## src/inc/liu_rx_defines.vh

```
// Register map, field positions and rate constants for the receive path.
`ifndef LIU_RX_DEFINES_VH
`define LIU_RX_DEFINES_VH

// ==========================================================
// Register offsets
`define ADDR_JA_CFG 8'h01
`define ADDR_RX_CFG0 8'h07
`define ADDR_RX_CFG1 8'h08
`define ADDR_RX_CFG2 8'h09
`define ADDR_MAINT 8'h0A
`define ADDR_INT_STAT1 8'h17
`define ADDR_LINE_IMP 8'h1A
`define ADDR_GLOBAL_CFG1 8'h60
`define REG_RST 8'h00

// ==========================================================
// Field positions
`define JA_PLACE 1:0
`define JA_DEPTH 3:2
`define JA_BW 4
`define JA_CLAMP_BIT 5
`define RCFG0_MODE 1:0
`define RCFG0_INV 2
`define RCFG0_EDGE 3
`define RCFG0_OFF 4
`define RCFG1_LOS_LVL 4:0
`define RCFG1_EQ 5
`define RCFG2_SLICER 1:0
`define RCFG2_BOOST 3:2
`define MAINT_ALARM_ONES 0
`define MAINT_REMOTE_LOOP 1
`define INT_OVF 0
`define INT_UDF 1
`define IMP_EXTERNAL 5
`define IMP_CODE 4:3
`define GCFG1_MONITOR 3:0

// ==========================================================
// Modes and encodings
`define MODE_SUBST 2'h0
`define MODE_AMI 2'h1
`define MODE_BYPASS 2'h3
`define MODE_RAIL_BIT 1
`define JA_PLACE_RX 2'h1
`define DEPTH_SEL_32 2'h0
`define DEPTH_SEL_64 2'h1
`define DEPTH_32 8'h20
`define DEPTH_64 8'h40
`define DEPTH_128 8'h80
`define MARGIN_32 8'h02
`define MARGIN_64 8'h03
`define MARGIN_128 8'h04
`define MONITOR_FIRST 4'h1
`define MONITOR_LAST 4'h6
`define MONITOR_BASE 3'h1
`define SYNC_W 23

// ==========================================================
// Read clock oscillator
`define CLK_HZ 64'hEE6B280
`define E1_RATE_HZ 64'h1F4000
`define T1_RATE_HZ 64'h178F40
`define NCO_ONE 64'h1000000
`define GAIN_E1_NARROW 8'h02
`define GAIN_E1_WIDE 8'h10
`define GAIN_T1_NARROW 8'h03
`define GAIN_T1_WIDE 8'h0C
`define LIMIT_STEP 25'h0004000

`endif

```

## src/design/liu_rx_path.v

```verilog
// Receive path back end of one line interface channel with jitter attenuator.
`timescale 1ns/1ns
`default_nettype none
`include "liu_rx_defines.vh"
module liu_rx_path (
    input wire CLK_I,
    input wire RST_I,
    input wire [7:0] REG_ADDR_I,
    input wire REG_WR_I,
    input wire [7:0] REG_WDATA_I,
    output reg [7:0] REG_RDATA_O,
    input wire E1_MODE_I,
    input wire LINE_CLK_I,
    input wire LINE_POS_I,
    input wire LINE_NEG_I,
    input wire MCLK_I,
    input wire LOS_DETECT_I,
    input wire [5:0] MONITOR_CLK_I,
    input wire [5:0] MONITOR_POS_I,
    input wire [5:0] MONITOR_NEG_I,
    output reg RX_RECOVERED_CLOCK_O,
    output reg RX_DATA_POSITIVE_O,
    output reg RX_DATA_NEGATIVE_O,
    output reg SIGNAL_LOSS_OUT_O,
    output reg FIRST_CHANNEL_TX_POS_O,
    output reg FIRST_CHANNEL_TX_NEG_O,
    output reg RX_TERM_INTERNAL_O,
    output reg [1:0] RX_TERM_IMPEDANCE_O,
    output reg [1:0] MONITOR_BOOST_SEL_O,
    output reg EQUALIZER_ENABLE_O,
    output reg [4:0] LOS_LEVEL_O,
    output reg [1:0] SLICER_THRESHOLD_SEL_O,
    output reg RX_POWER_DOWN_O
);
    // ==========================================================
    // Constants and helpers
    localparam [63:0] INC_E1_W = `E1_RATE_HZ * `NCO_ONE / `CLK_HZ;
    localparam [63:0] INC_T1_W = `T1_RATE_HZ * `NCO_ONE / `CLK_HZ;

    function [7:0] ja_depth;
        input [1:0] sel;
        begin
            case (sel)
                `DEPTH_SEL_32: ja_depth = `DEPTH_32;
                `DEPTH_SEL_64: ja_depth = `DEPTH_64;
                default: ja_depth = `DEPTH_128;
            endcase
        end
    endfunction

    function [7:0] ja_margin;
        input [1:0] sel;
        begin
            case (sel)
                `DEPTH_SEL_32: ja_margin = `MARGIN_32;
                `DEPTH_SEL_64: ja_margin = `MARGIN_64;
                default: ja_margin = `MARGIN_128;
            endcase
        end
    endfunction

    // ==========================================================
    // Registers
    reg [7:0] ja_cfg_ff;
    reg [7:0] rx_cfg0_ff;
    reg [7:0] rx_cfg1_ff;
    reg [7:0] rx_cfg2_ff;
    reg [7:0] maint_ff;
    reg [7:0] imp_ff;
    reg [7:0] gcfg1_ff;
    reg ovf_ff;
    reg udf_ff;
    reg [7:0] nxt_rdata;
    wire ovf_evt;
    wire udf_evt;
    wire wr_int = REG_WR_I && (REG_ADDR_I == `ADDR_INT_STAT1);

    always @(posedge CLK_I or posedge RST_I)
    begin
        if (RST_I)
        begin
            ja_cfg_ff <= `REG_RST;
            rx_cfg0_ff <= `REG_RST;
            rx_cfg1_ff <= `REG_RST;
            rx_cfg2_ff <= `REG_RST;
            maint_ff <= `REG_RST;
            imp_ff <= `REG_RST;
            gcfg1_ff <= `REG_RST;
            ovf_ff <= 1'b0;
            udf_ff <= 1'b0;
            REG_RDATA_O <= `REG_RST;
        end
        else
        begin
            if (REG_WR_I)
            begin
                case (REG_ADDR_I)
                    `ADDR_JA_CFG: ja_cfg_ff <= REG_WDATA_I;
                    `ADDR_RX_CFG0: rx_cfg0_ff <= REG_WDATA_I;
                    `ADDR_RX_CFG1: rx_cfg1_ff <= REG_WDATA_I;
                    `ADDR_RX_CFG2: rx_cfg2_ff <= REG_WDATA_I;
                    `ADDR_MAINT: maint_ff <= REG_WDATA_I;
                    `ADDR_LINE_IMP: imp_ff <= REG_WDATA_I;
                    `ADDR_GLOBAL_CFG1: gcfg1_ff <= REG_WDATA_I;
                    default: ja_cfg_ff <= ja_cfg_ff;
                endcase
            end
            // A new event in the clearing cycle wins over the clear.
            ovf_ff <= ovf_evt | (ovf_ff & ~(wr_int & REG_WDATA_I[`INT_OVF]));
            udf_ff <= udf_evt | (udf_ff & ~(wr_int & REG_WDATA_I[`INT_UDF]));
            REG_RDATA_O <= nxt_rdata;
        end
    end

    always @*
    begin
        case (REG_ADDR_I)
            `ADDR_JA_CFG: nxt_rdata = ja_cfg_ff;
            `ADDR_RX_CFG0: nxt_rdata = rx_cfg0_ff;
            `ADDR_RX_CFG1: nxt_rdata = rx_cfg1_ff;
            `ADDR_RX_CFG2: nxt_rdata = rx_cfg2_ff;
            `ADDR_MAINT: nxt_rdata = maint_ff;
            `ADDR_INT_STAT1: nxt_rdata = {6'h00, udf_ff, ovf_ff};
            `ADDR_LINE_IMP: nxt_rdata = imp_ff;
            `ADDR_GLOBAL_CFG1: nxt_rdata = gcfg1_ff;
            default: nxt_rdata = 8'h00;
        endcase
    end

    wire [1:0] dec_mode = rx_cfg0_ff[`RCFG0_MODE];
    wire data_inv = rx_cfg0_ff[`RCFG0_INV];
    wire edge_rise = rx_cfg0_ff[`RCFG0_EDGE];
    wire power_down = rx_cfg0_ff[`RCFG0_OFF];
    wire bypass = (dec_mode == `MODE_BYPASS);
    wire dual_rail = dec_mode[`MODE_RAIL_BIT];
    wire alarm_ones = maint_ff[`MAINT_ALARM_ONES];
    wire remote_loop = maint_ff[`MAINT_REMOTE_LOOP];
    wire [3:0] monitor_sel = gcfg1_ff[`GCFG1_MONITOR];

    // ==========================================================
    // Input synchronisers
    reg [`SYNC_W-1:0] sync1_ff;
    reg [`SYNC_W-1:0] sync2_ff;

    always @(posedge CLK_I or posedge RST_I)
    begin
        if (RST_I)
        begin
            sync1_ff <= {`SYNC_W{1'b0}};
            sync2_ff <= {`SYNC_W{1'b0}};
        end
        else
        begin
            sync1_ff <= {LINE_CLK_I, LINE_POS_I, LINE_NEG_I, MCLK_I, LOS_DETECT_I,
                         MONITOR_CLK_I, MONITOR_POS_I, MONITOR_NEG_I};
            sync2_ff <= sync1_ff;
        end
    end

    wire line_clk_s = sync2_ff[22];
    wire line_pos_s = sync2_ff[21];
    wire line_neg_s = sync2_ff[20];
    wire mclk_s = sync2_ff[19];
    wire los_s = sync2_ff[18];
    wire [5:0] mon_clk_s = sync2_ff[17:12];
    wire [5:0] mon_pos_s = sync2_ff[11:6];
    wire [5:0] mon_neg_s = sync2_ff[5:0];

    // ==========================================================
    // Source selection and line timing
    wire monitor_on = (monitor_sel >= `MONITOR_FIRST) && (monitor_sel <= `MONITOR_LAST);
    wire [2:0] monitor_idx = monitor_sel[2:0] - `MONITOR_BASE;
    wire src_clk = monitor_on ? mon_clk_s[monitor_idx] : line_clk_s;
    wire src_pos = monitor_on ? mon_pos_s[monitor_idx] : line_pos_s;
    wire src_neg = monitor_on ? mon_neg_s[monitor_idx] : line_neg_s;
    reg src_clk_d_ff;
    // The line timing keeps the clock running even when no marks arrive.
    wire line_rise = src_clk & ~src_clk_d_ff;

    // ==========================================================
    // Jitter attenuator FIFO and read clock oscillator
    reg [1:0] ja_mem_ff [0:127];
    reg [7:0] wp_ff;
    reg [7:0] rp_ff;
    reg [23:0] acc_ff;
    reg phase_d_ff;
    reg [7:0] nxt_wp;
    reg [7:0] nxt_rp;
    reg [7:0] gain;
    reg signed [24:0] limit_adj;
    wire ja_on = (ja_cfg_ff[`JA_PLACE] == `JA_PLACE_RX) && !bypass;
    wire [7:0] depth = ja_depth(ja_cfg_ff[`JA_DEPTH]);
    wire [7:0] margin = ja_margin(ja_cfg_ff[`JA_DEPTH]);
    wire [7:0] half = {1'b0, depth[7:1]};
    wire [7:0] mask = depth - 8'h01;
    wire [7:0] fill = wp_ff - rp_ff;
    wire full = (fill >= depth);
    wire empty = (fill == 8'h00);
    wire phase = ja_on ? acc_ff[23] : src_clk;
    wire sym_rise = phase & ~phase_d_ff;
    wire sym_fall = ~phase & phase_d_ff;
    wire wr_stb = ja_on & line_rise;
    wire rd_stb = ja_on & sym_rise;
    wire [1:0] ja_rd = empty ? 2'h0 : ja_mem_ff[rp_ff[6:0] & mask[6:0]];
    wire signed [8:0] fill_err = $signed({1'b0, fill}) - $signed({1'b0, half});
    wire signed [17:0] corr = $signed({{9{fill_err[8]}}, fill_err}) * $signed({10'h000, gain});
    wire [23:0] nominal = E1_MODE_I ? INC_E1_W[23:0] : INC_T1_W[23:0];
    wire signed [24:0] inc = $signed({1'b0, nominal}) + {{7{corr[17]}}, corr} + limit_adj;
    assign ovf_evt = wr_stb & full;
    assign udf_evt = rd_stb & empty;

    always @*
    begin
        case ({E1_MODE_I, ja_cfg_ff[`JA_BW]})
            2'h0: gain = `GAIN_T1_NARROW;
            2'h1: gain = `GAIN_T1_WIDE;
            2'h2: gain = `GAIN_E1_NARROW;
            default: gain = `GAIN_E1_WIDE;
        endcase
        limit_adj = 25'h0000000;
        if (ja_cfg_ff[`JA_CLAMP_BIT] && (fill + margin >= depth))
        begin
            limit_adj = `LIMIT_STEP;
        end
        else if (ja_cfg_ff[`JA_CLAMP_BIT] && (fill <= margin))
        begin
            limit_adj = -`LIMIT_STEP;
        end
        nxt_wp = wp_ff;
        nxt_rp = wp_ff - half;
        if (ja_on)
        begin
            nxt_rp = rp_ff;
            if (wr_stb)
            begin
                nxt_wp = wp_ff + 8'h01;
            end
            if (ovf_evt || udf_evt)
            begin
                nxt_rp = nxt_wp - half;
            end
            else if (rd_stb)
            begin
                nxt_rp = rp_ff + 8'h01;
            end
        end
    end

    // Storage has no reset; just after the attenuator is switched on, the half depth behind the write pointer is read before it is written.
    always @(posedge CLK_I)
    begin
        if (wr_stb)
        begin
            ja_mem_ff[wp_ff[6:0] & mask[6:0]] <= {src_pos, src_neg};
        end
    end

    // ==========================================================
    // Decoder
    wire dec_data;
    wire dec_cv;
    wire dec_pos;
    wire dec_neg;

    rx_line_decoder u_decoder (
        .clk_i(CLK_I),
        .rst_i(RST_I),
        .step_i(sym_rise),
        .pos_i(ja_on ? ja_rd[1] : src_pos),
        .neg_i(ja_on ? ja_rd[0] : src_neg),
        .subst_en_i(dec_mode == `MODE_SUBST),
        .e1_i(E1_MODE_I),
        .data_o(dec_data),
        .cv_o(dec_cv),
        .pos_o(dec_pos),
        .neg_o(dec_neg)
    );

    // ==========================================================
    // System side output stage
    reg nxt_clk;
    reg nxt_dp;
    reg nxt_dn;

    always @*
    begin
        nxt_clk = phase;
        nxt_dp = RX_DATA_POSITIVE_O;
        nxt_dn = RX_DATA_NEGATIVE_O;
        if (edge_rise ? sym_rise : sym_fall)
        begin
            nxt_dp = (dual_rail ? dec_pos : dec_data) ^ data_inv;
            nxt_dn = (dual_rail ? dec_neg : dec_cv) ^ data_inv;
        end
        if (bypass)
        begin
            nxt_dp = src_pos;
            nxt_dn = src_neg;
            nxt_clk = src_pos ^ src_neg;
        end
        if (los_s && alarm_ones)
        begin
            nxt_dp = 1'b1;
            nxt_dn = dual_rail;
            nxt_clk = mclk_s;
        end
        if (power_down)
        begin
            nxt_clk = 1'b0;
            nxt_dp = 1'b0;
            nxt_dn = 1'b0;
        end
    end

    always @(posedge CLK_I or posedge RST_I)
    begin
        if (RST_I)
        begin
            src_clk_d_ff <= 1'b0;
            phase_d_ff <= 1'b0;
            acc_ff <= 24'h000000;
            wp_ff <= 8'h00;
            rp_ff <= 8'h00;
            RX_RECOVERED_CLOCK_O <= 1'b0;
            RX_DATA_POSITIVE_O <= 1'b0;
            RX_DATA_NEGATIVE_O <= 1'b0;
            SIGNAL_LOSS_OUT_O <= 1'b0;
            FIRST_CHANNEL_TX_POS_O <= 1'b0;
            FIRST_CHANNEL_TX_NEG_O <= 1'b0;
            RX_TERM_INTERNAL_O <= 1'b0;
            RX_TERM_IMPEDANCE_O <= 2'h0;
            MONITOR_BOOST_SEL_O <= 2'h0;
            EQUALIZER_ENABLE_O <= 1'b0;
            LOS_LEVEL_O <= 5'h00;
            SLICER_THRESHOLD_SEL_O <= 2'h0;
            RX_POWER_DOWN_O <= 1'b0;
        end
        else
        begin
            src_clk_d_ff <= src_clk;
            phase_d_ff <= phase;
            // Proportional loop only: the corner is set by gain, not a true second order filter.
            acc_ff <= acc_ff + inc[23:0];
            wp_ff <= nxt_wp;
            rp_ff <= nxt_rp;
            RX_RECOVERED_CLOCK_O <= nxt_clk;
            RX_DATA_POSITIVE_O <= nxt_dp;
            RX_DATA_NEGATIVE_O <= nxt_dn;
            SIGNAL_LOSS_OUT_O <= los_s & ~power_down;
            FIRST_CHANNEL_TX_POS_O <= monitor_on & remote_loop & nxt_dp;
            FIRST_CHANNEL_TX_NEG_O <= monitor_on & remote_loop & nxt_dn;
            RX_TERM_INTERNAL_O <= ~imp_ff[`IMP_EXTERNAL];
            RX_TERM_IMPEDANCE_O <= imp_ff[`IMP_CODE];
            MONITOR_BOOST_SEL_O <= rx_cfg2_ff[`RCFG2_BOOST];
            EQUALIZER_ENABLE_O <= rx_cfg1_ff[`RCFG1_EQ];
            LOS_LEVEL_O <= rx_cfg1_ff[`RCFG1_LOS_LVL];
            SLICER_THRESHOLD_SEL_O <= rx_cfg2_ff[`RCFG2_SLICER];
            RX_POWER_DOWN_O <= power_down;
        end
    end
endmodule // liu_rx_path
`default_nettype wire

```

## src/design/rx_line_decoder.v

```verilog
// Line code decoder with AMI, B8ZS and HDB3 substitution removal.
`timescale 1ns/1ns
`default_nettype none
module rx_line_decoder (
    input wire clk_i,
    input wire rst_i,
    input wire step_i,
    input wire pos_i,
    input wire neg_i,
    input wire subst_en_i,
    input wire e1_i,
    output reg data_o,
    output reg cv_o,
    output reg pos_o,
    output reg neg_o
);
    // ==========================================================
    // Eight-symbol window, slot 0 is the oldest.
    reg [7:0] mark_ff;
    reg [7:0] pol_ff;
    reg [7:0] keep_ff;
    reg last_pol_ff;
    reg seen_ff;
    reg [7:0] nxt_mark;
    reg [7:0] nxt_pol;
    reg [7:0] nxt_keep;
    reg nxt_last;

    always @*
    begin
        nxt_mark = {pos_i | neg_i, mark_ff[7:1]};
        nxt_pol = {pos_i, pol_ff[7:1]};
        nxt_keep = {1'b1, keep_ff[7:1]};
        nxt_last = mark_ff[0] ? pol_ff[0] : last_pol_ff;
        // The B8ZS and 000V rules depend on the last real polarity; the B00V rule compares V with its own B mark.
        if (subst_en_i && !e1_i && (nxt_mark == 8'hD8) && (nxt_pol[3] == nxt_last)
            && (nxt_pol[4] != nxt_pol[3]) && (nxt_pol[6] == nxt_pol[4])
            && (nxt_pol[7] != nxt_pol[6]))
        begin
            nxt_keep = nxt_keep & 8'h27;
        end
        if (subst_en_i && e1_i && (nxt_mark[3:0] == 4'h8) && (nxt_pol[3] == nxt_last))
        begin
            nxt_keep = nxt_keep & 8'hF7;
        end
        if (subst_en_i && e1_i && (nxt_mark[3:0] == 4'h9) && (nxt_pol[3] == nxt_pol[0]))
        begin
            nxt_keep = nxt_keep & 8'hF6;
        end
    end

    always @(posedge clk_i or posedge rst_i)
    begin
        if (rst_i)
        begin
            mark_ff <= 8'h00;
            pol_ff <= 8'h00;
            keep_ff <= 8'h00;
            last_pol_ff <= 1'b0;
            seen_ff <= 1'b0;
            data_o <= 1'b0;
            cv_o <= 1'b0;
            pos_o <= 1'b0;
            neg_o <= 1'b0;
        end
        else if (step_i)
        begin
            data_o <= mark_ff[0] & keep_ff[0];
            cv_o <= mark_ff[0] & keep_ff[0] & seen_ff & (pol_ff[0] == last_pol_ff);
            pos_o <= mark_ff[0] & pol_ff[0];
            neg_o <= mark_ff[0] & ~pol_ff[0];
            seen_ff <= seen_ff | mark_ff[0];
            mark_ff <= nxt_mark;
            pol_ff <= nxt_pol;
            keep_ff <= nxt_keep;
            last_pol_ff <= nxt_last;
        end
    end
endmodule // rx_line_decoder
`default_nettype wire

```

## config.mk

```make
export PLATFORM = sky130hd
export DESIGN_NAME = liu_rx_path
export DESIGN_NICKNAME = d
export VERILOG_FILES = /design/src/design/liu_rx_path.v /design/src/design/rx_line_decoder.v
export VERILOG_INCLUDE_DIRS = /design/src /design/src/inc
export SDC_FILE = /design/constraint.sdc
export NUM_CORES = 1
export LEC_CHECK = 0
export ABC_AREA = 1
export BUFFER_PORTS_ARGS = -buffer_cell sky130_fd_sc_hd__buf_2
export CAP_MARGIN = 20
export CORE_MARGIN = 5
export CORE_UTILIZATION = 54
export CTS_CLUSTER_SIZE = 8
export DETAILED_ROUTE_END_ITERATION = 10
export PLACE_DENSITY_LB_ADDON = 0.2
export SYNTH_ARGS = -nofsm -noshare
export SYNTH_HDL_FRONTEND = slang
export SYNTH_SLANG_ARGS = --single-unit
```

## constraint.sdc

```tcl
create_clock -name CLK_I -period 9.8 [get_ports CLK_I]
set_input_delay 1.96 -clock CLK_I [delete_from_list [all_inputs] [get_ports CLK_I]]
set_output_delay 1.96 -clock CLK_I [all_outputs]
set_load 0.02 [all_outputs]
```

Word level (Yosys, flattened, before mapping):

Memory sizes are Yosys's and may differ from the RTL's.
Index checks and enable logic that the tools add are counted.

* bits in registers: 204
* memory bits (writable): 256
* input bits: 43
* output and inout bits: 28
* word-level logic and storage cells: 195
* memories kept: 1

Memory list
* ja_mem_ff: words 128, bits a word 2, rd ports 1, clocked after memory_dff 0, write ports 1, line liu_rx_path.v:182 `reg [1:0] ja_mem_ff [0:127];`

* $add $sub $neg: 12
* multiply operators: 1
* magnitude comparators: 6
* equal/unequal tests: 23
* multiplexer cells: 45
* bitwise gates (word level): 37
* reductions and logical operators: 31

Operators with widths (number)
* $pmux 8 s8: 1
* $add 24x24->24: 2
* $mux 24: 2
* $mux 8: 6
* $mux 1: 26
* $eq 8x4->1 const B: 3
* $add 19x15->20: 1
* $and 1x1->1: 20
* $mux 18: 1
* $logic_and 1x1->1: 17
* $add 8x1->8 const B: 2
* $eq 8x5->1 const B: 2
* $ge 8x8->1: 2
* $pmux 8 s2: 1
* $sub 8x7->8: 2
* $mul 9x6->15: 1
* $pmux 5 s3: 1
* $and 7x7->7: 2
* $reduce_and 2->1: 7
* $bmux 1 s3: 3
* $sub 8x7->9: 1
* $add 8x8->8: 1
* $eq 4x4->1 const B: 2
* $eq 8x1->1 const B: 1
* 25 further kinds: 48

Depth between registers and ports, before layout:

An unclocked memory read counts as a cell.

* depth in word-level cells: 17
* gate-level depth with buffers: 49
* gate-level depth less buffers: 47

Modules after synthesis:

From an unflattened synthesis, not the netlist that was laid out.

* cells, all modules: 2393
* area, all modules: 23633.9 um^2

By module, submodules not included
* liu_rx_path: times used 1, cells an instance 2233, area each 22333.9 um^2, sequential area each 12041.5 um^2
* rx_line_decoder: times used 1, cells an instance 160, area each 1300.0 um^2, sequential area each 750.7 um^2

Worst setup path after synthesis:

No wires, ideal clock.

* path type: register to register
* start: reg rp_ff[3]
* end: reg acc_ff[23]
* library setup time: 0.118 ns
* data arrival time: 7.828 ns
* data required time: 9.682 ns
* slack: 1.854 ns
* cell stages (with the launch flop): 39
* buffers on the path: 1
* period minus slack after synthesis: 7.946 ns
* cells stage by stage: dfrtp_1 inv_2 buf_1 ha_1 nand2_1 nand2_1 inv_1 nand2_1 nand2_1 nand2_1 ha_1 fa_1 xnor2_1 nand2_1 fa_1 fa_1 inv_1 fa_1 (+3 left out) ha_1 nand4_1 o221ai_1 a31oi_1 o21ai_0 xor2_1 fa_1 ha_1 a21oi_1 o21ai_0 o21bai_1 a21oi_1 o21ai_0 nand2_1 nand2_1 a31oi_1 nand3b_1 nand2_1

* cells in the longest elaborated chain, start to end: 7
* elaborated cells on any way between the ends: 13
* classes of those cells: add/sub: 6; mul: 1; order compare: 2; mux: 2; reduce/logical: 2

Ends and longest elaborated chain
* start, declared: line liu_rx_path.v:184 `reg [7:0] rp_ff;`
* start signal, assigned: line liu_rx_path.v:345 `rp_ff <= nxt_rp;`
* $sub 8x8->8 *: line liu_rx_path.v:196 `wire [7:0] fill = wp_ff - rp_ff;`
* parallel branches: the longest is 4 deep, another holds $add 19x15->20
* $add 24x24->24 *: line liu_rx_path.v:208 `wire signed [24:0] inc = $signed({1'b0, nominal}) + {{7{corr[17]}}, corr} + limit_adj;`
* $add 24x24->24 *: line liu_rx_path.v:343 `acc_ff <= acc_ff + inc[23:0];`
* end signal, assigned: line liu_rx_path.v:343
* end, declared: line liu_rx_path.v:185 `reg [23:0] acc_ff;`

Mark *: on every way between the ends.
A chain may end at the register's enable or synchronous reset.

Worst setup path in the final report:

Ends and elaborated chain as after synthesis.

==> flow_summary.json <==
{
  "start_util_pct": 54.2,
  "cp_common_cell": "nand2_1",
  "crit_fanout": 19,
  "ios": 71,
  "area_growth_pct": 11.7,
  "worstSetupStartpointType": "register",
  "cp_num_buf_inv": 4,
  "htree_levels": 3,
  "post_cts_buffers": 0,
  "fin_skew_ns": 0.0251,
  "synth_top_area_share_pct": 32.3,
  "rsz0062_at_grt": "false",
  "clock_latency_ns": 0.60,
  "cts_made_buffers": 67,
  "period_needed_ns": 8.89,
  "yosys-top-cells-area": "edfxtp_1 (32%), dfrtp_1 (21%), nand2_1 (9.7%), ha_1 (5.9%), nor2_1 (4.7%)",
  "grt_pass1_wl_um": 93600,
  "grt_use_met2_pct": 40.9,
  "portBuffers": 70,
  "fp-row-count": 77,
  "overflow": 0,
  "grt_antenna_before_repair": 2,
  "die_height_um": 220,
  "worstHoldPathType": "reg2reg",
  "synth_largest_area_cell": "edfxtp_1",
  "avgViaCountPerCell": 5.48,
  "cap_violations": 0,
  "remaining_drc_errors": 0,
  "root_buffer": "clkbuf_16",
  "final-hold-violation-count": 0,
  "gp_congestion": 0.885,
  "ctsResizeCount": 0,
  "setup_tns_ns": 0,
  "first_pass_iters": 6,
  "final_common_cell": "nand2_1",
  "fill_cells": 3757,
  "slew_violations": 0,
  "grt_max_degree": 97,
  "syn_inst": 2515,
  "criticalPathCategory": "reg2reg",
  "die_w_um": 220,
  "synth.distinct_cells": 59,
  "period_share_pct": 90.7,
  "synthFlopType": "edfxtp_1",
  "crit_family": "adder cells",
  "critPathRequiredTime_ns": 10.26,
  "die-area_um2": 48400,
  "synth_seq_cells": 460,
  "fmax_mhz": 112,
  "dr.first_iter.drc_count": 1630,
  "slew_headroom_pct": 25.1,
  "core_area_um2": 43900,
  "asyncSetResetFlopFracSynth_pct": 44.3,
  "cts_buffer_depth": 3,
  "avgSynthCellArea_um2": 9.47,
  "synth_edf_count": 256,
  "n_antenna_cell": 0,
  "layout_common_cells": "nand2_1 (616), nor2_1 (300), inv_1 (262)",
  "drive_gt1_share_pct": 7.98,
  "clkTransAtPathRegs_ns": 0.05,
  "cts_sinks": 460,
  "ant_nets": 0,
  "grt.busiest_layer": "met2",
  "crit_slowest_cell": "fa_1",
  "gr-usage-met3_pct": 3.87,
  "dpl.hpwl_um": 37000,
  "max_stage_delay_ns": 0.53,
  "grt_util_met1_pct": 32.8,
  "postCtsHoldBufs": 0,
  "status": "completed",
  "wirelength_um": 56800,
  "cts_tree": "yes",
  "worstMarginPinSlew_ns": 1.12,
  "syn_nets": 2725,
  "ys_warn_count": 0,
  "final-setup-viol-count": 0,
  "syn_area_um2": 23800,
  "worstPathArrival_ns": 9.35,
  "grt_pass1_vias": 18000,
  "yosysSeqAreaShare_pct": 53.7,
  "wl_per_cell_um": 17.6,
  "fin_nets": 2809,
  "num_vias": 17700,
  "grt_usage_pct": 24.3,
  "worst_setup_path_end_kind": "register"
}
==> layer usage <==
metal	vias to the layer above	share of wire, %
met5	-	0.11
met4	4	2.3
met3	108	6.2
met2	578	48
met1	8524	43
li1	8443	-
==> logic make-up (layout without fill, tap and decap cells) <==
logic type	count (synthesis)	count (layout)	synth area share, %
AOI/OAI and AO/OA	275	275	6.43
and+or+nand+nor	1194	1194	21.0
buffers and inverters	352	470	5.91
DFF	460	460	53.7
adders and majority gates	167	167	10.5
xor gates and xnor gates	64	64	2.35
muxes	3	3	0.126
==> cell type report <==
type,instances,area [µm²],share of cell area (%)
Timing Repair Buffer,89,493,1.85
Sequential cell,460,12800,48.1
Multi-Input combinational cell,1703,9630,36.2
Clock buffer,96,1790,6.71
Tap cell,592,741,2.78
Clock inverter,7,105,0.395
Inverter,278,1060,3.98
==> per-stage QoR <==
step | hold slack, ns | util, % | worst slack [ns] | cell area [µm²] | instances
floorplan | 0.331 | - | 1.85 | 23800 | 2515
global placement | 0.334 | 56.3 | 1.15 | 24700 | 3121
detailed placement | 0.335 | 56.3 | 0.970 | 24700 | 3121
CTS | 0.339 | 60.6 | 0.954 | 26600 | 3224
global route | 0.352 | 60.6 | 0.321 | 26600 | 3225
finish | 0.338 | 60.6 | 0.907 | 26600 | 3225
==> sequential cells by signal, indices dropped and copies added, names as in the netlist, 2 cells and up <==
name	flops
REG_RDATA_O	8
u_decoder.keep_ff	8
imp_ff	8
u_decoder.mark_ff	8
gcfg1_ff	8
SLICER_THRESHOLD_SEL_O	2
sync2_ff	23
rp_ff	8
maint_ff	8
LOS_LEVEL_O	5
rx_cfg2_ff	8
acc_ff	24
rx_cfg0_ff	8
rx_cfg1_ff	8
sync1_ff	23
wp_ff	8
u_decoder.pol_ff	8
RX_TERM_IMPEDANCE_O	2
ja_mem_ff	256
MONITOR_BOOST_SEL_O	2
ja_cfg_ff	8
==> final timing paths <==
kind	start	to	slack (ns)	depth (start not counted)
setup reg to reg	rp_ff[3]$_DFFE_PP0P_	acc_ff[23]$_DFF_PP0_	0.91	39
max in group asynchronous	RST_I	acc_ff[21]$_DFF_PP0_	7.06	3
min in group asynchronous	RST_I	sync2_ff[12]$_DFF_PP0_	1.47	2
hold / removal	sync1_ff[15]$_DFF_PP0_	sync2_ff[15]$_DFF_PP0_	0.34	0
hold reg to reg	sync1_ff[15]$_DFF_PP0_	sync2_ff[15]$_DFF_PP0_	0.34	0
setup / recovery	rp_ff[3]$_DFFE_PP0P_	acc_ff[23]$_DFF_PP0_	0.91	39
==> cells in the mapped netlist (all sizes together) (2+ instances only) <==
| cell | number |
|---|---|
| nand2 | 625 |
| nor2 | 305 |
| inv | 274 |
| edfxtp | 256 |
| nand3 | 207 |
| dfrtp | 204 |
| o21ai | 134 |
| ha | 112 |
| a21oi | 88 |
| fa | 55 |
| buf | 52 |
| xor2 | 46 |
| clkbuf | 22 |
| xnor2 | 18 |
| nand4 | 16 |
| nor3 | 15 |
| a221oi | 10 |
| nand3b | 9 |
| a31oi | 7 |
| or2 | 7 |
| nor4 | 5 |
| o22ai | 5 |
| a21o | 4 |
| clkinv | 4 |
| o21bai | 4 |
| a211oi | 3 |
| mux2i | 3 |
| o211ai | 3 |
| o221ai | 3 |
| o31ai | 3 |
| and2 | 2 |
| nor3b | 2 |
| o2111ai | 2 |
Power is not shown: default switching activity piles up to over one toggle a cycle in this logic, so the estimate is an artifact.
